==> src/hw/irq_edge_priority_map.svh <==
`ifndef IRQ_EDGE_PRIORITY_MAP_SVH
`define IRQ_EDGE_PRIORITY_MAP_SVH

`define EPC_CTRL_OFFSET       4'h0
`define EPC_GATE_OFFSET       4'h4
`define EPC_FLAG_OFFSET       4'h8
`define EPC_MASK_OFFSET       4'hc
`define EPC_CTRL_RESET        8'hf5
`define EPC_CTRL_WMASK        8'hf5
`define EPC_PULLUP_BIT        7
`define EPC_EDGE_A_BIT        6
`define EPC_EDGE_B_BIT        5
`define EPC_EDGE_C_BIT        4
`define EPC_TMR_PRIO_BIT      2
`define EPC_PORTB_PRIO_BIT    0
`define EPC_GATE_PRIO_ON_BIT  0
`define EPC_GATE_HIGH_BIT     1
`define EPC_GATE_LOW_BIT      2
`define EPC_GATE_WMASK        8'h07
`define EPC_FLAG_WIDTH        5

`endif

==> src/hw/irq_edge_priority_pkg.sv <==
package irq_edge_priority_pkg;
	typedef enum logic [1:0]
	{
		BUS_IDLE,
		BUS_DONE
	} bus_state_t;
	typedef logic [7:0] reg_byte_t;
endpackage

==> src/hw/edge_detect.sv <==
`timescale 1ns/1ps
module edge_detect
(
	input  wire logic ref_clk,
	input  wire logic rst,
	input  wire logic pinIn,
	input  wire logic risingSel,
	output logic      edgeSeen
);
	logic syncA;
	logic syncB;
	logic prevLevel;

	// Two stages against metastability, third holds the previous level
	always_ff @(posedge ref_clk or posedge rst)
	begin
		if (rst)
		begin
			syncA     <= 1'b0;
			syncB     <= 1'b0;
			prevLevel <= 1'b0;
		end
		else
		begin
			syncA     <= pinIn;
			syncB     <= syncA;
			prevLevel <= syncB;
		end
	end

	wire rise = syncB & ~prevLevel;
	wire fall = ~syncB & prevLevel;
	assign edgeSeen = risingSel ? rise : fall; // [RQ3] [RQ4]
endmodule

==> src/hw/irq_edge_priority_config.sv <==
// What this block does
// RQ1: Bit 5 selects edge of second input
// RQ2: Bit 4 selects edge of third input
// RQ3: One means rising edge, bit 6 included
// RQ4: Zero means falling edge detected instead
// RQ5: Priority bits 2,0 route high/low; 3,1 zero
// RQ6: With priorities, two gates split high/low
// RQ7: Flags set regardless of any enable
`timescale 1ns/1ps
`include "irq_edge_priority_map.svh"
module irq_edge_priority_config
(
	input  wire logic        ref_clk,
	input  wire logic        rst,
	input  wire logic [3:0]  address,
	input  wire logic        read,
	input  wire logic        write,
	input  wire logic [31:0] writedata,
	input  wire logic [3:0]  byteenable,
	output logic      [31:0] readdata,
	output logic             waitrequest,
	input  wire logic        ext_irq_a_pin,
	input  wire logic        ext_irq_b_pin,
	input  wire logic        ext_irq_c_pin,
	input  wire logic        timerOverflow,
	input  wire logic        portBChange,
	output logic             port_b_pullup_disable_n,
	output logic [2:0]       extEdgeSelect,
	output logic             timer_zero_overflow_priority,
	output logic             port_b_change_priority,
	output logic             highIrq,
	output logic             lowIrq,
	output logic             irq
);
	irq_edge_priority_pkg::reg_byte_t ctrl;
	irq_edge_priority_pkg::reg_byte_t gate;
	logic [`EPC_FLAG_WIDTH-1:0] flags;
	logic [`EPC_FLAG_WIDTH-1:0] mask;
	irq_edge_priority_pkg::bus_state_t busState;
	logic [2:0] extEdge;

	function automatic logic [7:0] merge(input logic [7:0] old, input logic [7:0] wmask);
		merge = (old & ~wmask) | (writedata[7:0] & wmask);
	endfunction

	// One decoder shared by write strobes and read select
	function automatic logic regHit(input logic [3:0] addr, input logic [3:0] offset);
		regHit = (addr == offset);
	endfunction

	wire ext_irq_a_edge_select = ctrl[`EPC_EDGE_A_BIT];
	wire ext_irq_b_edge_select = ctrl[`EPC_EDGE_B_BIT]; // [RQ1]
	wire ext_irq_c_edge_select = ctrl[`EPC_EDGE_C_BIT]; // [RQ2]
	wire priority_levels_on    = gate[`EPC_GATE_PRIO_ON_BIT];
	wire global_high_irq_gate  = gate[`EPC_GATE_HIGH_BIT];
	wire global_low_irq_gate   = gate[`EPC_GATE_LOW_BIT];

	// Pins are asynchronous, each detector synchronises its own
	edge_detect edgeA
	(
		.ref_clk   (ref_clk),
		.rst       (rst),
		.pinIn     (ext_irq_a_pin),
		.risingSel (ext_irq_a_edge_select), // [RQ3]
		.edgeSeen  (extEdge[0])
	);
	edge_detect edgeB
	(
		.ref_clk   (ref_clk),
		.rst       (rst),
		.pinIn     (ext_irq_b_pin),
		.risingSel (ext_irq_b_edge_select), // [RQ1]
		.edgeSeen  (extEdge[1])
	);
	edge_detect edgeC
	(
		.ref_clk   (ref_clk),
		.rst       (rst),
		.pinIn     (ext_irq_c_pin),
		.risingSel (ext_irq_c_edge_select), // [RQ2]
		.edgeSeen  (extEdge[2])
	);

	// Flag order: a, b, c, timer, port B
	wire [`EPC_FLAG_WIDTH-1:0] events = {portBChange, timerOverflow, extEdge};
	// Timer and port B events already live on this clock
	wire busTake   = (read | write) & (busState == irq_edge_priority_pkg::BUS_IDLE);
	wire busDone   = (busState == irq_edge_priority_pkg::BUS_DONE);
	wire readTake  = busTake & read;
	// Writes land only on the edge where waitrequest is low
	wire wrTake    = busDone & write & byteenable[0];
	wire ctrlSel   = regHit(address, `EPC_CTRL_OFFSET);
	wire gateSel   = regHit(address, `EPC_GATE_OFFSET);
	wire flagSel   = regHit(address, `EPC_FLAG_OFFSET);
	wire maskSel   = regHit(address, `EPC_MASK_OFFSET);
	wire ctrlWr    = wrTake & ctrlSel;
	wire gateWr    = wrTake & gateSel;
	wire flagWr    = wrTake & flagSel;
	wire maskWr    = wrTake & maskSel;

	// Only the ones written clear, zeros leave flags alone
	wire [`EPC_FLAG_WIDTH-1:0] flagClr = flagWr ? writedata[`EPC_FLAG_WIDTH-1:0] : '0;
	wire [`EPC_FLAG_WIDTH-1:0] keptFlags = flags & ~flagClr;
	// Set beats clear so no event is lost
	wire [`EPC_FLAG_WIDTH-1:0] next_flags = keptFlags | events; // [RQ7]

	// Unimplemented bits read as zero
	wire [7:0] ctrlRead = ctrl;
	wire [7:0] gateRead = gate;
	wire [7:0] flagRead = {3'h0, flags};
	wire [7:0] maskRead = {3'h0, mask};
	wire [7:0] readMux =
		ctrlSel ? ctrlRead :
		gateSel ? gateRead :
		flagSel ? flagRead :
		maskSel ? maskRead : 8'h00;

	// Routing: pin edges always high, timer and port B high when priority bit set, or everything high without levels
	wire [`EPC_FLAG_WIDTH-1:0] prioHigh =
		{port_b_change_priority, timer_zero_overflow_priority, 3'h7}; // [RQ5]
	wire [`EPC_FLAG_WIDTH-1:0] pend = flags & mask;
	wire [`EPC_FLAG_WIDTH-1:0] highRoute = priority_levels_on ? prioHigh : '1;
	wire [`EPC_FLAG_WIDTH-1:0] lowRoute  = priority_levels_on ? ~prioHigh : '0;
	wire anyHigh = |(pend & highRoute);
	wire anyLow  = |(pend & lowRoute);
	// Without levels the low gate is ignored
	wire next_highIrq = anyHigh & global_high_irq_gate; // [RQ6]
	// High gate off blocks low requests too
	wire next_lowIrq  = anyLow & global_high_irq_gate & global_low_irq_gate; // [RQ6]

	wire [7:0] next_ctrl = ctrlWr ? merge(ctrl, `EPC_CTRL_WMASK) : ctrl; // [RQ5]
	wire [7:0] next_gate = gateWr ? merge(gate, `EPC_GATE_WMASK) : gate;
	wire [`EPC_FLAG_WIDTH-1:0] next_mask = maskWr ? writedata[`EPC_FLAG_WIDTH-1:0] : mask;

	always_ff @(posedge ref_clk or posedge rst)
	begin
		if (rst)
			ctrl <= `EPC_CTRL_RESET;
		else
			ctrl <= next_ctrl; // [RQ5]
	end

	always_ff @(posedge ref_clk or posedge rst)
	begin
		if (rst)
			gate <= 8'h00;
		else
			gate <= next_gate;
	end

	always_ff @(posedge ref_clk or posedge rst)
	begin
		if (rst)
			mask <= '0;
		else
			mask <= next_mask;
	end

	always_ff @(posedge ref_clk or posedge rst)
	begin
		if (rst)
			flags <= '0;
		else
			flags <= next_flags; // [RQ7]
	end

	// One wait cycle keeps read data registered
	always_ff @(posedge ref_clk or posedge rst)
	begin
		if (rst)
			busState <= irq_edge_priority_pkg::BUS_IDLE;
		else
		begin
			case (busState)
				irq_edge_priority_pkg::BUS_IDLE:
				begin
					if (read | write)
						busState <= irq_edge_priority_pkg::BUS_DONE;
				end
				irq_edge_priority_pkg::BUS_DONE:
				begin
					busState <= irq_edge_priority_pkg::BUS_IDLE;
				end
				default:
				begin
					busState <= irq_edge_priority_pkg::BUS_IDLE;
				end
			endcase
		end
	end

	// Read data stands through the cycle in which waitrequest is low
	always_ff @(posedge ref_clk or posedge rst)
	begin
		if (rst)
			readdata <= 32'h00000000;
		else if (readTake)
			readdata <= {24'h000000, readMux};
	end

	always_ff @(posedge ref_clk or posedge rst)
	begin
		if (rst)
			highIrq <= 1'b0;
		else
			highIrq <= next_highIrq; // [RQ6]
	end

	always_ff @(posedge ref_clk or posedge rst)
	begin
		if (rst)
			lowIrq <= 1'b0;
		else
			lowIrq <= next_lowIrq; // [RQ6]
	end

	// Every access costs exactly one wait state
	assign waitrequest                  = (read | write) & ~busDone;
	assign port_b_pullup_disable_n      = ctrl[`EPC_PULLUP_BIT];
	assign extEdgeSelect                = {ext_irq_c_edge_select, ext_irq_b_edge_select,
		ext_irq_a_edge_select};
	assign timer_zero_overflow_priority = ctrl[`EPC_TMR_PRIO_BIT];
	assign port_b_change_priority       = ctrl[`EPC_PORTB_PRIO_BIT];
	assign irq                          = |pend;
endmodule

==> config.mk <==
export PLATFORM = sky130hd
export DESIGN_NAME = irq_edge_priority_config
export DESIGN_NICKNAME = d
export VERILOG_FILES = /design/src/hw/irq_edge_priority_pkg.sv /design/src/hw/edge_detect.sv /design/src/hw/irq_edge_priority_config.sv
export VERILOG_INCLUDE_DIRS = /design/src /design/src/hw
export SDC_FILE = /design/constraint.sdc
export NUM_CORES = 1
export LEC_CHECK = 0
export BUFFER_PORTS_ARGS = -buffer_cell sky130_fd_sc_hd__buf_2
export CAP_MARGIN = 20
export CORE_UTILIZATION = 41
export CTS_CLUSTER_SIZE = 30
export DETAILED_ROUTE_END_ITERATION = 7
export HOLD_SLACK_MARGIN = 0.05
export MAX_ROUTING_LAYER = met4
export PLACE_DENSITY = 0.77
export SYNTH_ARGS = -nofsm -noshare
export SYNTH_HDL_FRONTEND = slang
export SYNTH_HIERARCHICAL = 1
export SYNTH_SLANG_ARGS = --single-unit
export TNS_END_PERCENT = 1
==> constraint.sdc <==
create_clock -name ref_clk -period 1.47 [get_ports ref_clk]
set_input_delay 0.147 -clock ref_clk [delete_from_list [all_inputs] [get_ports ref_clk]]
set_output_delay 0.147 -clock ref_clk [all_outputs]
set_load 0.02 [all_outputs]
### Yosys cells after proc, flatten, opt, wreduce, memory -nomap -nowiden

Index checks and enable logic that the tools add are counted.

| cells by class | value |
|---|---|
| mux-type cells | 12 |
| equal/unequal tests | 5 |
| bitwise logic cells | 35 |
| reductions and logical operators | 5 |

Operators by type and width:

| kind | count |
|---|---|
| 5-bit 2-to-1 mux | 5 |
| 5-bit bitwise AND | 4 |
| 1-bit bitwise AND | 18 |
| 8-bit 2-to-1 mux | 2 |
| 5-bit OR reduction | 3 |
| 5-bit inverter | 2 |
| 4-bit == test, second input constant | 2 |
| 4-bit by 8-bit bitwise OR with 8-bit output | 1 |
| 8-bit by 3-bit bitwise OR with 8-bit output | 1 |
| 1-bit inverter | 7 |
| 5-bit bitwise OR | 1 |
| 4-bit by 3-bit == test with 1-bit output, second input constant | 1 |
| 4-bit zero test | 1 |
| 2-bit 2-to-1 mux | 2 |
| 1-bit 2-to-1 mux | 3 |
| 2-bit by 1-bit == test with 1-bit output, second input constant | 1 |
| 2-bit zero test | 1 |
| 2-bit != test, second input constant | 1 |
| 1-bit bitwise OR | 1 |

| storage, ports and cells | value |
|---|---|
| word-level logic and storage cells | 74 |
| flip-flop bits (word level) | 47 |
| output and inout bits | 42 |

### Depth between registers and ports, before layout

| depth | value |
|---|---|
| depth after elaboration | 8 |
| gate-level depth with buffers | 4 |
| gate-level depth less buffers | 4 |

### Hierarchy

The synthesis kept the hierarchy.

By module, submodules not included:

| module | times used | area each (um^2) | cells each | seq. area each (um^2) |
|---|---|---|---|---|
| irq_edge_priority_config | 1 | 1,554.0 | 139 | 758.2 |
| edge_detect | 3 | 101.3 | 7 | 75.1 |

### Worst setup path after synthesis

Ideal clock, no wire load.

| timing path | value |
|---|---|
| path kind | register to register |
| start | register busState[0] |
| end | register readdata[0] |
| path buffers | 0 |
| slack | 0.079 ns |
| stages on the path, launching flop included | 4 |
| data arrival time | 1.327 ns |
| cell sequence | dfrtp_1 or4b_4 nor4_1 a221o_2 |

| on the way | value |
|---|---|
| longest elaborated chain between the ends | 3 |

RTL lines:

| element | RTL line | source |
|---|---|---|
| from (decl) | irq_edge_priority_config.sv:39 | `irq_edge_priority_pkg::bus_state_t busState;` |
| from (signal assigned) | irq_edge_priority_config.sv:171 | `busState <= irq_edge_priority_pkg::BUS_IDLE;` |
| from (signal assigned) | irq_edge_priority_config.sv:178 | `busState <= irq_edge_priority_pkg::BUS_DONE;` |
| from (signal assigned) | irq_edge_priority_config.sv:182 | `busState <= irq_edge_priority_pkg::BUS_IDLE;` |
| 2-bit zero test | irq_edge_priority_config.sv:87 | `wire busTake = (read \| write) & (busState == irq_edge_priority_pkg::BUS_IDLE);` |
| 1-bit bitwise AND | irq_edge_priority_config.sv:87 |  |
| 1-bit bitwise AND | irq_edge_priority_config.sv:89 | `wire readTake = busTake & read;` |
| to (signal assigned) | irq_edge_priority_config.sv:198 | `readdata <= {24'h000000, readMux};` |
| to (decl) | irq_edge_priority_config.sv:20 | `output logic [31:0] readdata,` |

No other way between the ends.
A chain may end at the register's enable or synchronous reset.

### Worst setup path in the final report

| timing path | value |
|---|---|
| start | register flags[2] |
| end | output port irq |

| on the way | value |
|---|---|
| longest elaborated chain between the ends | 2 |

RTL lines:

| element | RTL line | source |
|---|---|---|
| from (decl) | irq_edge_priority_config.sv:37 | `` logic [`EPC_FLAG_WIDTH-1:0] flags; `` |
| from (signal assigned) | irq_edge_priority_config.sv:164 | `flags <= next_flags;` |
| 5-bit bitwise AND | irq_edge_priority_config.sv:121 | `` wire [`EPC_FLAG_WIDTH-1:0] pend = flags & mask; `` |
| 5-bit OR reduction | irq_edge_priority_config.sv:224 | `assign irq = \|pend;` |
| to (decl) | irq_edge_priority_config.sv:33 | `output logic irq` |

No other way between the ends.

==> results.txt <==
Outcome: finished, violations left
Failing checks: setup timing
Max incr delay on CP: 410 ps
DIE AREA: 0.00481 mm2
Static leakage: 1.13 nW
Mean post-synth cell area: 11.6 um2
FF-to-FF setup slack: -30 ps
CTS tree: yes
PwrDens: 1120 mW/mm2
WL final: 3450 um
Ys flop type: dfrtp_1
Tot Pwr: 0.00256 W
Overall routing resource usage: 0.154
Crit-path max FO: 2
Bufs on Longest Clock Path: 2
Yosys reg bits: 39
Final nets: 268
Io pins: 91
Crit path launch type: register
Core area: 0.00435 mm2
CP endpoint kind: output port
Synth top area cells: dfrtp_1 44%, buf_4 10%, mux2_2 9.7%
Die span in y: 69.3 um
Clk_lat worst skew: 290 ps
Final setup violation count: 2
Max Clk Rate: 639 MHz
Synth top area share: 0.444
VDD IR-drop max: 730 uV
DR vias/cell: 4.80
RSZ-0062 raised after global routing: true
Reg clk slew, reported paths: 80 ps
Post-Syn Area: 0.00186 mm2
Detail Route Antenna Nets: 0
Critical path arrival: 1420 ps
Clock skew: 8.41 ps
Cells along the critical path: a222oi_1 > nand3_1 > buf_6
Yosys top cell by area: dfrtp_1
Yosys warns: 6
Detailed placement HPWL: 2490 um
Post-synth EDFFs: 0
Die width: 69.3 um
Core Util, Final: 0.522
Clk root buf: clkbuf_8
Htree depth: 2
Hold crit path type: in -> reg
Congestion Overflow GR: 0
# placed instances: 251
Routability Congestion: 0.899
Antenna violations before repair: 0
Most numerous cell in the Yosys netlist: dfrtp_1
Vias in the first global route: 1139
Critical path depth: 3
Max-cap violations: 0
Drt wl/cell: 12.7 um
Area Growth Syn to Fin: 22.4%
Register-to-Register Path Depth: 7
Fin crit period: 1570 ps
Final hold violations: 0
CP Buf/Inv Count: 1
CTS Buf Count: 5
Antenna Cells: 0
Slew Limit Fails: 0
Row count: 24
Slowest-stage cell, CP: a222oi_1
Critical Path RT: 1320 ps
Placed Area: 0.00202 mm2
Post-synth ARST share: 1.00
Routed via count: 1305
Crit path max-delay family: compound AO/OA/AOI/OAI gates
Layout cell share with drive strength beyond 1: 0.436
Post-layout worst setup margin: -95.9 ps
Period utilization: 1.07
Sequential area share after synthesis: 0.529
PortBufs: 39
Post-Syn Instances: 160
Final Cell Area: 0.00227 mm2
DRC Markers: 0
Starting Density: 0.427
Netlist cell types: 35
First-pass GRT wire length: 5500 um
Post-synth top cells: 33 x dfrtp_1, 25 x buf_4, 16 x mux2_2
Finished Layout Cells: 272
DRT iter0 DRCs: 97
CP Class: reg -> out
Largest net degree at the start of global routing: 31
DR pass1 iterations: 5
Hold Path Depth: 2
CTS sink cnt: 39
## state kept, by name (all words and copies together), names as in the netlist, 3 cells and up
register  flops
readdata      8
ctrl          6
flags         5
mask          5
gate          3
## final cells by class
cell class / count / area, um2
Sequential cell: 39 / 983
Tap cell: 52 / 65.1
Multi-Input combinational cell: 105 / 731
Fill cell: 382 / 2080
Clock inverter: 1 / 5.00
Timing Repair Buffer: 57 / 362
Inverter: 11 / 41.3
Clock buffer: 7 / 86.3
## power by group
part / internal (W) / switching [W]
Combinational: 0.000269 / 0.000304
Sequential: 0.00118 / 0.0000730
Clock: 0.000378 / 0.000357
Total: 0.00182 / 0.000734
## per-layer routing
layer	global-route usage	up-vias	share of wire
met4	0.0794	0	0.020
met5	-	-	0
met1	0.204	606	0.46
met2	0.221	62	0.46
li1	-	628	-
met3	0.0378	9	0.055
## logic make-up (layout without fill, tap and decap cells)
logic type | count (synthesis) | in the layout | synth area share
flip-flops | 39 | 39 | 0.529
AND/OR/NAND/NOR | 39 | 39 | 0.119
buffers and inverters | 39 | 76 | 0.144
AO/OA/AOI/OAI | 26 | 26 | 0.109
multiplexers | 16 | 16 | 0.0970
other | 1 | 24 | 0.00202
## metrics by stage
stage | TNS, ps | hold WS, ps | worst slack (ps)
2_1_floorplan | 0 | -99.4 | 79.3
3_3_place_gp | -21.0 | 42.6 | -15.1
3_5_place_dp | -63.4 | 42.5 | -44.2
4_1_cts | -88.4 | 53.3 | -78.2
5_1_grt | -375 | 65.4 | -216
6_report | -128 | 66.2 | -95.9
## layout by cell type (no fill, tap or decap), types with 2 or more instances in the layout
master          n
a31oi_1         5
o21bai_1        2
nand2b_1        3
nand2_1         9
conb_1         24
o21ai_0         2
a221o_2         2
nor2_1         11
a21oi_1         3
buf_4          10
dfrtp_1        33
nand3_1         2
clkbuf_8        6
inv_1          11
o22ai_1         2
a22o_1          3
buf_2          38
mux2_2         16
o22ai_2         3
buf_6           5
dlygate4sd3_1   4
dfstp_2         6
## timing repair
action / 4_1_cts / 5_1_grt
resized for setup: 4 / 8
setup buffers: 8 / 1
cloned: 0 / 0
setup endpoints to repair: 3 / 8
hold endpoints to repair: 36 / 0
hold buffers: 4 / 0
pin swaps: 4 / 2
## path summary, 6_finish.rpt
| path | from | end |
|---|---|---|
| max | flags[2] | irq |
| min | writedata[3] | flags[3] |
| max reg2reg | flags[2] | highIrq |
| min reg2reg | edgeA/syncA | edgeA/syncB |
| max in group asynchronous | rst | ctrl[4] |
| min in group asynchronous | rst | edgeC/syncA |
Power figures use the tool's default switching activity.
